**config.mk**
```make
export PLATFORM = sky130hd
export DESIGN_NAME = eip_ext_irq_cfg
export DESIGN_NICKNAME = d
export VERILOG_FILES = /design/src/rtl/eip_irq_channel.v /design/src/rtl/eip_ext_irq_cfg.v
export VERILOG_INCLUDE_DIRS = /design/src /design/src/include
export SDC_FILE = /design/constraint.sdc
export NUM_CORES = 1
export LEC_CHECK = 0
export BUFFER_PORTS_ARGS = -buffer_cell sky130_fd_sc_hd__buf_2
export CORE_AREA = 2 2 65 67
export DETAILED_ROUTE_END_ITERATION = 6
export DIE_AREA = 0 0 67 69
export PLACE_DENSITY = 0.72
export RECOVER_POWER = 25
export SLEW_MARGIN = 20
export SYNTH_ARGS = -nofsm -noshare
export SYNTH_HDL_FRONTEND = slang
export SYNTH_HIERARCHICAL = 1
export SYNTH_SLANG_ARGS = --single-unit
export TNS_END_PERCENT = 5
```
**constraint.sdc**
```tcl
create_clock -name clk -period 1.3 [get_ports clk]
set_input_delay 0.26 -clock clk [delete_from_list [all_inputs] [get_ports clk]]
set_output_delay 0.26 -clock clk [all_outputs]
set_load 0.01 [all_outputs]
```
**src/include/eip_consts.vh**
```
// constants for the external interrupt pin configuration block
`ifndef EIP_CONSTS_VH
`define EIP_CONSTS_VH

// special-function address and the pages that reach it
`define EIP_CFG_ADDR        8'hE4
`define EIP_PAGE_LOW        8'h00
`define EIP_PAGE_HIGH       8'h10

// reset value of the whole configuration register
`define EIP_CFG_RESET       8'h01

// reset value of each field on its own
`define EIP_ONE_POL_RESET   1'h0
`define EIP_ONE_SEL_RESET   3'h0
`define EIP_ZERO_POL_RESET  1'h0
`define EIP_ZERO_SEL_RESET  3'h1

// field positions
`define EIP_ONE_POL_BIT     7
`define EIP_ONE_SEL_MSB     6
`define EIP_ONE_SEL_LSB     4
`define EIP_ZERO_POL_BIT    3
`define EIP_ZERO_SEL_MSB    2
`define EIP_ZERO_SEL_LSB    0

// value returned for a read of an address this block does not own
`define EIP_RDATA_IDLE      8'h00

`endif

```
**src/rtl/eip_irq_channel.v**
```verilog
// one external interrupt channel: pin selection and polarity adjustment
`timescale 1ns/100ps

module eip_irq_channel #(
    parameter PINS    = 8,
    parameter SEL_W   = 3
) (
    input  wire             clk,
    input  wire             srst,
    input  wire [PINS-1:0]  pin_level,
    input  wire [SEL_W-1:0] pin_select,
    input  wire             polarity,
    output reg              request
);

    wire next_request;

    // polarity 0 means the pin is active low, so invert; 1 passes it as is
    assign next_request = pin_level[pin_select] ~^ polarity;

    // registered so the request is a clean flop output to the detector
    always @(posedge clk) begin
        if (srst) begin
            request <= 1'h0;
        end else begin
            request <= next_request;
        end
    end

endmodule // eip_irq_channel

```
**src/rtl/eip_ext_irq_cfg.v**
```verilog
// external interrupt pin configuration register and request generation
//
// Functional notes
// - second input polarity from bit 7, reset 0
// - bits 6:4 pick second input pin, reset 0
// - second input sampled without disturbing crossbar peripherals
// - first input polarity from bit 3, reset 0
// - bits 2:0 pick first input pin, reset 1
// - first input observed without altering crossbar routing
// - crossbar never grants a skipped pin to peripherals
// - register at address E4, pages 00 and 10
`timescale 1ns/100ps
`include "eip_consts.vh"

module eip_ext_irq_cfg #(
    parameter PINS  = 8,
    parameter SEL_W = 3
) (
    // clock and reset
    input  wire             clk,
    input  wire             srst,
    // special-function register access from the core
    input  wire [7:0]       sfr_addr,
    input  wire [7:0]       sfr_page,
    input  wire             sfr_wr,
    input  wire             sfr_rd,
    input  wire [7:0]       sfr_wdata,
    output reg  [7:0]       sfr_rdata,
    output wire             sfr_hit,
    // port 0 pin levels, asynchronous to clk
    input  wire [PINS-1:0]  port0_pin,
    // crossbar side: skip settings and peripheral pin requests
    input  wire [PINS-1:0]  xbar_skip,
    input  wire [PINS-1:0]  xbar_periph_req,
    output reg  [PINS-1:0]  xbar_periph_grant,
    // configuration fields seen by the rest of the interrupt logic
    output wire             irq_one_polarity,
    output wire [SEL_W-1:0] irq_one_pin_select,
    output wire             irq_zero_polarity,
    output wire [SEL_W-1:0] irq_zero_pin_select,
    // active-high requests toward edge or level detection
    output wire             ext_irq_zero,
    output wire             ext_irq_one
);

    ////////////////////////////////////////////////////////////////////////
    // configuration register

    // one register per field, so each field keeps its own reset value
    reg              one_pol;
    reg  [SEL_W-1:0] one_sel;
    reg              zero_pol;
    reg  [SEL_W-1:0] zero_sel;
    reg              next_one_pol;
    reg  [SEL_W-1:0] next_one_sel;
    reg              next_zero_pol;
    reg  [SEL_W-1:0] next_zero_sel;
    wire [7:0]       cfg;
    wire             page_ok;
    wire             addr_ok;
    wire             cfg_wr;
    wire             cfg_rd;

    // the register answers on two pages only; any other page is ignored
    assign page_ok = (sfr_page == `EIP_PAGE_LOW) || (sfr_page == `EIP_PAGE_HIGH);
    assign addr_ok = (sfr_addr == `EIP_CFG_ADDR);
    assign sfr_hit = page_ok && addr_ok;
    assign cfg_wr  = sfr_hit && sfr_wr;
    assign cfg_rd  = sfr_hit && sfr_rd;

    // second input polarity; all eight bits are writable, none reserved
    always @* begin
        if (cfg_wr) begin
            next_one_pol = sfr_wdata[`EIP_ONE_POL_BIT];
        end else begin
            next_one_pol = one_pol;
        end
    end

    // second input pin code
    always @* begin
        if (cfg_wr) begin
            next_one_sel = sfr_wdata[`EIP_ONE_SEL_MSB:`EIP_ONE_SEL_LSB];
        end else begin
            next_one_sel = one_sel;
        end
    end

    // first input polarity
    always @* begin
        if (cfg_wr) begin
            next_zero_pol = sfr_wdata[`EIP_ZERO_POL_BIT];
        end else begin
            next_zero_pol = zero_pol;
        end
    end

    // first input pin code
    always @* begin
        if (cfg_wr) begin
            next_zero_sel = sfr_wdata[`EIP_ZERO_SEL_MSB:`EIP_ZERO_SEL_LSB];
        end else begin
            next_zero_sel = zero_sel;
        end
    end

    // second input comes out of reset active low
    always @(posedge clk) begin
        if (srst) begin
            one_pol <= `EIP_ONE_POL_RESET;
        end else begin
            one_pol <= next_one_pol;
        end
    end

    // second input comes out of reset on pin 0
    always @(posedge clk) begin
        if (srst) begin
            one_sel <= `EIP_ONE_SEL_RESET;
        end else begin
            one_sel <= next_one_sel;
        end
    end

    // first input comes out of reset active low
    always @(posedge clk) begin
        if (srst) begin
            zero_pol <= `EIP_ZERO_POL_RESET;
        end else begin
            zero_pol <= next_zero_pol;
        end
    end

    // first input comes out of reset on pin 1, not on pin 0
    always @(posedge clk) begin
        if (srst) begin
            zero_sel <= `EIP_ZERO_SEL_RESET;
        end else begin
            zero_sel <= next_zero_sel;
        end
    end

    // register image for read back, same bit order as the write data
    assign cfg = {one_pol, one_sel, zero_pol, zero_sel};

    // read data is registered; a read in the write cycle returns the old value
    always @(posedge clk) begin
        if (srst) begin
            sfr_rdata <= `EIP_RDATA_IDLE;
        end else if (cfg_rd) begin
            sfr_rdata <= cfg;
        end else begin
            sfr_rdata <= `EIP_RDATA_IDLE;
        end
    end

    ////////////////////////////////////////////////////////////////////////
    // field extraction

    assign irq_one_polarity    = one_pol;
    assign irq_one_pin_select  = one_sel;
    assign irq_zero_polarity   = zero_pol;
    assign irq_zero_pin_select = zero_sel;

    ////////////////////////////////////////////////////////////////////////
    // pin synchroniser

    reg  [PINS-1:0] pin_meta;
    reg  [PINS-1:0] pin_sync;

    // two stages before any logic; the first is read by the second only.
    // the pins are only sampled here, never driven, so a peripheral
    // that the crossbar placed on the same pin keeps full use of it
    always @(posedge clk) begin
        if (srst) begin
            pin_meta <= {PINS{1'h0}};
            pin_sync <= {PINS{1'h0}};
        end else begin
            pin_meta <= port0_pin;
            pin_sync <= pin_meta;
        end
    end

    ////////////////////////////////////////////////////////////////////////
    // request channels

    // first external interrupt input
    eip_irq_channel #(
        .PINS       (PINS),
        .SEL_W      (SEL_W)
    ) u_chan_zero (
        .clk        (clk),
        .srst       (srst),
        .pin_level  (pin_sync),
        .pin_select (irq_zero_pin_select),
        .polarity   (irq_zero_polarity),
        .request    (ext_irq_zero)
    );

    // second external interrupt input
    eip_irq_channel #(
        .PINS       (PINS),
        .SEL_W      (SEL_W)
    ) u_chan_one (
        .clk        (clk),
        .srst       (srst),
        .pin_level  (pin_sync),
        .pin_select (irq_one_pin_select),
        .polarity   (irq_one_polarity),
        .request    (ext_irq_one)
    );

    ////////////////////////////////////////////////////////////////////////
    // crossbar skip gating

    // a skipped pin is never handed to a peripheral, which is how software
    // keeps an interrupt pin private; the selection above does not depend
    // on this, the interrupt watches the pin either way
    always @(posedge clk) begin
        if (srst) begin
            xbar_periph_grant <= {PINS{1'h0}};
        end else begin
            xbar_periph_grant <= xbar_periph_req & ~xbar_skip;
        end
    end

endmodule // eip_ext_irq_cfg

```
==> results.yml, run 1 <==
outcome:
  status: "finished with violations"
  violations: "negative setup slack"
sta:
  worstMarginPinSlew_ns: 0.5155
  rsz0062_at_grt: "yes"
  maxSlewHeadroom_pct: 65.63
  setup_viol: 3
  setup_ws_ns: -0.09002
  final.min_clock_period_ns: 1.390
  fin_crit_sh_pct: 106.9
  fin_skew_ns: 0.007109
  setup_tns_ns: -0.1873
  fin_hold_ws_ns: 0.1109
  maxSlewViolCount: 0
  hold_violations: 0
  max_clock_freq_mhz: 719.4
yosys:
  synth_fa_ha_area_share_pct: 0
  ys_ff_latch: 42
  synth.distinct_cells: 19
  synth-xor-area-share_pct: 0
  synthSimpleGateAreaFrac_pct: 24.85
  synth_area_leader_cell: "dfxtp_1"
  synth_compound_area_share_pct: 0
  yosys_warnings: 6
  async_flop_share_pct: 0
  muxShareOfSynthArea_pct: 16.00
  syn-num-nets: 173
  syn_area_um2: 1470
  synth_top_family_by_area: "simple AND/OR/NAND/NOR gates"
  synth_seq_area_share_pct: 57.19
  synthCells: 121
  synth_top_area_share_pct: 57.19
  syn_avg_cell_area_um2: 12.15
  synth_flop_cell: "dfxtp_1"
  synth_commonest_cells: "dfxtp_1 (42), nor2b_1 (18), mux2i_1 (16)"
  yosysMostFrequentCell: "dfxtp_1"
  synth-edff-count: 0
  synthTopCellsByArea: "dfxtp_1 (57%), mux2i_1 (11%), nor2b_1 (7.7%), nor3b_1 (4.1%), and2_1 (3.4%)"
cts:
  cts-root-buf: "clkbuf_8"
  clk_latency_ns: 0.30
  clkSlewWorstSetupHoldPaths_ns: 0.08
  cts.sinks: 42
  cts_buffers: 5
  cts.htree.levels: 2
  cts_tree: "built"
  cts.path.max_buffers: 2
pwr:
  switchingPower_uw: 531.3
  p_clk_share_pct: 35.5
  pwr-share-seq_pct: 57.0
  ir_drop_mv: 0.6733
  p_leak_uw: 0.0009748
  comb_power_share_pct: 7.5
  internal-power_uw: 1799
  power_density_nw_per_um2: 1115
  swShare_pct: 22.80
run:
  max_cap_viol_count: 0
routing:
  drt-total-wl_um: 2846
  via_per_inst: 4.462
  drc: 0
  ant_nets: 0
  routedWlPerCell_um: 10.95
  vias: 1160
  drtIter0Drc: 27
  dr.pass1.iters: 4
die:
  start_util_pct: 37.56
  ios: 79
  die_w_um: 67
  coreArea_um2: 3914
  rows: 23
  die_h_um: 69
  die_area_um2: 4623
critical_path:
  cp-end-kind: "flip-flop"
  reg2reg_slack_ns: -0.09
  crit_type: "reg2reg"
  worst_ep_required_time_ns: 1.49
  crit_fanout: 5
  critPathArrivalTime_ns: 1.58
  start_kind: "flip-flop"
grt:
  grt_max_degree: 15
  grt_usage_pct: 12.69
  grt_pass1_wl_um: 4512
  antenna_found_initial: 0
  grt_pass1_vias: 1145
  grt_overflow: 0
finish:
  fillers: 382
  drive_gt1_share_pct: 49.05
  antennaDiodeCount: 0
  nNetsFinal: 261
  syn_to_final_growth_pct: 42.21
placed_design:
  place.gp.congestion: 0.7103
  dp_hpwl_um: 2313
  io_buffers: 77
hold_path:
  hp-class: "in2reg"
## through the flow
step | power [uW] | cell area, um^2 | utilization [%] | setup slack [ns] | instances
after CTS | 2375 | 2103 | 53.74 | -0.09924 | 260
after detailed placement | 1537 | 1972 | 50.38 | -0.2402 | 251
final | 2330 | 2091 | 53.42 | -0.09002 | 260
after floorplan | 1427 | 1490 | - | -0.1614 | 121
after global placement | 1531 | 1972 | 50.38 | -0.1813 | 251
after global routing | 2442 | 2091 | 53.42 | -0.1396 | 260
## critical path, stage by stage, from the launching register on
cell and delay, ns:
dfxtp_4 0.38, mux2i_1 0.13, mux4_2 0.47, mux2_4 0.31
## final timing paths
path / start / to / cells past startpoint
hold reg to reg: pin_meta[1]$_SDFF_PP0_ / pin_sync[1]$_SDFF_PP0_ / 1
setup / recovery: irq_one_pin_select[0]$_SDFFE_PP0P_ / u_chan_one/request$_SDFF_PP0_ / 3
setup reg to reg: irq_one_pin_select[0]$_SDFFE_PP0P_ / u_chan_one/request$_SDFF_PP0_ / 3
hold / removal: xbar_skip[5] / xbar_periph_grant[5]$_SDFF_PP0_ / 2
## layout by cell type, fill, tap and decap left out
cell        netlist  layout
nand4b_1          1       1
buf_2             0      76
nor2b_1          18      18
buf_12            0       1
and4b_1           1       1
nor4_4            0       1
nor2_1           10      10
mux2_4            2       2
nand2b_1          1       1
and2_1            8       8
clkbuf_8          0       5
nand2_2           0       1
clkbuf_1          3       4
clkinv_2          0       1
mux2i_1          16      16
and4_2            1       1
nor3b_1           8       8
clkinvlp_4        0       1
mux4_2            2       2
dfxtp_4           0       2
clkinv_4          0       1
nor4b_4           1       3
dfxtp_1          42      40
buf_4             1       6
## per-layer routing
metal  track usage [%]  share of wire, %  vias to the layer above
li1                  -                 -                      582
met1             12.40                39                      513
met2             22.66                49                       61
met3             4.894                11                        4
met4             5.896               1.5                        0
met5                 0                 0                        -
## state kept, by name, indices dropped and copies added (netlist names)
signal               count
irq_one_polarity         1
irq_zero_polarity        1
irq_one_pin_select       3
u_chan_zero/request      1
xbar_periph_grant        8
irq_zero_pin_select      3
pin_meta                 8
pin_sync                 8
u_chan_one/request       1
sfr_rdata                8
## logic make-up after synthesis
family | after synthesis
mux | 20
buf+inv | 6
simple gates | 53
flops | 42
## layout make-up
| type | count | area, um^2 | share of cell area (%) |
|---|---|---|---|
| clock buffers | 5 | 68.82 | 3.291 |
| repair buffers | 87 | 460.4 | 22.02 |
| clock inverters | 3 | 21.27 | 1.017 |
| well taps | 50 | 62.56 | 2.992 |
| multi-input cells | 73 | 629.4 | 30.10 |
| flip-flops and latches | 42 | 848.3 | 40.57 |
## power groups by stage
stage | logic, uW | registers (uW) | clock network (uW)
6_report | 176 | 1330 | 827
5_1_grt | 194 | 1330 | 916
4_1_cts | 184 | 1330 | 862
3_5_place_dp | 174 | 1360 | 0
3_3_place_gp | 169 | 1360 | 0
2_1_floorplan | 58.4 | 1370 | 0
## what timing repair did
action                                  4_1_cts  5_1_grt
endpoints found under the setup margin        3        3
buffers inserted                              1        0
pin swaps                                     3        0
hold buffers                                  0        0
gates resized for setup                       6        0
(Power assumes the default switching activity.)
==> run 2: changes to the inputs <==
CORE_AREA = 2 2 74 76   (was 2 2 65 67)
DIE_AREA = 0 0 76 78   (was 0 0 67 69)
PLACE_DENSITY = not set   (was 0.72)
==> run 2 against run 1 <==
Net effect:
- the flow still finishes with violations (negative setup slack)
- clock power increased by 19%
- utilization decreased by 11 points
- global-route usage decreased by 2.0 points
- cell count increased by 7.3%
- count of clock-buffer cells in the layout unchanged
- setup slack got worse by 0.0065 ns
- register-to-register slack about the same
- die area increased by 28%
- non-clock buffer count decreased by 1
- first-iteration DRC count decreased by 52%
- critical path depth unchanged
- sequential cell count unchanged
- largest cell class unchanged
- largest power group unchanged
==> results.yml, run 2 (synthesis results as in run 1) <==
cts:
  cts_buffers: 5
  clkSlewWorstSetupHoldPaths_ns: 0.08
  cts.path.max_buffers: 2
  cts.sinks: 42
  cts_tree: "built"
  cts-root-buf: "clkbuf_8"
  cts.htree.levels: 2
  clk_latency_ns: 0.29
  postCtsSetupBuffers: 0
placed_design:
  dpl.cell_count: 271
  dp_hpwl_um: 2342
  io_buffers: 77
  post-place-ws_ns: -0.2108
  place.gp.congestion: 0.7042
  placed_cell_area_um2: 1997
pwr:
  power_density_nw_per_um2: 1167
  ir_drop_mv: 0.6492
  switchingPower_uw: 503.4
  pwr-share-seq_pct: 53.3
  power_uw: 2492
  swShare_pct: 20.20
  comb_power_share_pct: 7.1
  p_leak_uw: 0.0009906
  internal-power_uw: 1989
  p_clk_share_pct: 39.6
critical_path:
  worst_ep_required_time_ns: 1.48
  crit_buf_inv: 0
  cp-end-kind: "flip-flop"
  start_kind: "flip-flop"
  path_cells: "mux2i_1, mux4_2, mux2_4"
  path_delay_family: "multiplexers"
  critical_path.max_stage_delay_ns: 0.48
  critPathArrivalTime_ns: 1.58
  crit_type: "reg2reg"
  slowest_stage: "mux4_2"
  crit_fanout: 5
finish:
  antennaDiodeCount: 0
  mostFrequentLayoutCell: "buf_2"
  fillers: 497
  drive_gt1_share_pct: 49.76
  fin_cells: 279
  syn_to_final_growth_pct: 45.28
  most-common-layout-cells: "buf_2 (74), dfxtp_1 (40), nor2b_1 (18), mux2i_1 (16), nor2_1 (10)"
  final_cell_area_um2: 2136
  nNetsFinal: 260
grt:
  grt_use_met3_pct: 5.698
  met1_usage_pct: 11.46
  grt_max_degree: 24
  grt_use_met2_pct: 18.30
  antenna_found_initial: 0
  grt_overflow: 0
  grt.busiest_layer: "met2"
  grt_usage_pct: 10.70
  grt_pass1_wl_um: 5037
  grt_pass1_vias: 1141
sta:
  maxSlewHeadroom_pct: 61.71
  setup_ws_ns: -0.09656
  final.min_clock_period_ns: 1.397
  setup_tns_ns: -0.2304
  worstMarginPinSlew_ns: 0.5744
  fin_skew_ns: 0.003200
  hold_violations: 0
  rsz0062_at_grt: "yes"
  fin_crit_sh_pct: 107.4
  maxSlewViolCount: 0
  setup_viol: 3
  max_clock_freq_mhz: 716.0
die:
  die_w_um: 76
  die_h_um: 78
  ios: 79
  start_util_pct: 29.16
  die_area_um2: 5928
  rows: 26
  coreArea_um2: 5042
routing:
  ant_nets: 0
  drc: 0
  drt-total-wl_um: 3019
  via_per_inst: 4.061
  vias: 1133
  dr.pass1.iters: 4
  drtIter0Drc: 13
  routedWlPerCell_um: 10.82
run:
  max_cap_viol_count: 0
outcome:
  violations: "negative setup slack"
  status: "finished with violations"
hold_path:
  hp-class: "in2reg"
[run 2: changes by cell type in the layout (fill, tap and decap cells not counted), sizes merged]
cell,delta
clkbuf,-1
bufinv,+1
clkinvlp,-1
[run 2: final cells by class]
| class | instances | area, um^2 | area share [%] |
|---|---|---|---|
| clock inverter | 3 | 40.04 | 1.875 |
| tap | 70 | 87.58 | 4.101 |
| multi-input combinational | 73 | 620.6 | 29.06 |
| clock buffer | 5 | 68.82 | 3.222 |
| timing repair buffer | 86 | 470.5 | 22.03 |
| sequential | 42 | 848.3 | 39.72 |
[run 2: final timing paths]
| check | from | to | slack, ns | depth (start not counted) |
|---|---|---|---|---|
| setup / recovery | irq_one_pin_select[0]$_SDFFE_PP0P_ | u_chan_one/request$_SDFF_PP0_ | -0.1 | 3 |
| hold / removal | xbar_skip[7] | xbar_periph_grant[7]$_SDFF_PP0_ | 0.12 | 2 |
| setup reg to reg | irq_one_pin_select[0]$_SDFFE_PP0P_ | u_chan_one/request$_SDFF_PP0_ | -0.1 | 3 |
| hold reg to reg | pin_meta[1]$_SDFF_PP0_ | pin_sync[1]$_SDFF_PP0_ | 0.44 | 1 |
[run 2: stage by stage]
step / hold WS [ns] / utilization, %
CTS: 0.1068 / 42.21
global placement: 0.4202 / 39.60
floorplan: 0.3316 / -
detailed placement: 0.4218 / 39.60
finish: 0.1231 / 42.36
global route: 0.1021 / 42.36
[run 2: power groups by stage]
stage	Combinational (uW)	Sequential, uW	Clock [uW]
floorplan	58.4	1370	0
global placement	169	1360	0
detailed placement	172	1360	0
CTS	178	1330	1030
global route	196	1330	1080
finish	177	1330	987
[run 2: per-layer routing]
metal	wire length [um]	part of all wire, %
met1	1212	40
met2	1440	48
met3	333	11
met4	33	1.1
met5	0	0
[run 2: worst register-to-register path, cell delays in order (launching register included)]
cell and delay (ns):
dfxtp_4 0.37, mux2i_1 0.13, mux4_2 0.48, mux2_4 0.30
[run 2: timing repair]
action	CTS	global route
gates resized for setup	4	3
hold buffers	0	0
endpoints found under the setup margin	3	3
pin swaps	2	1
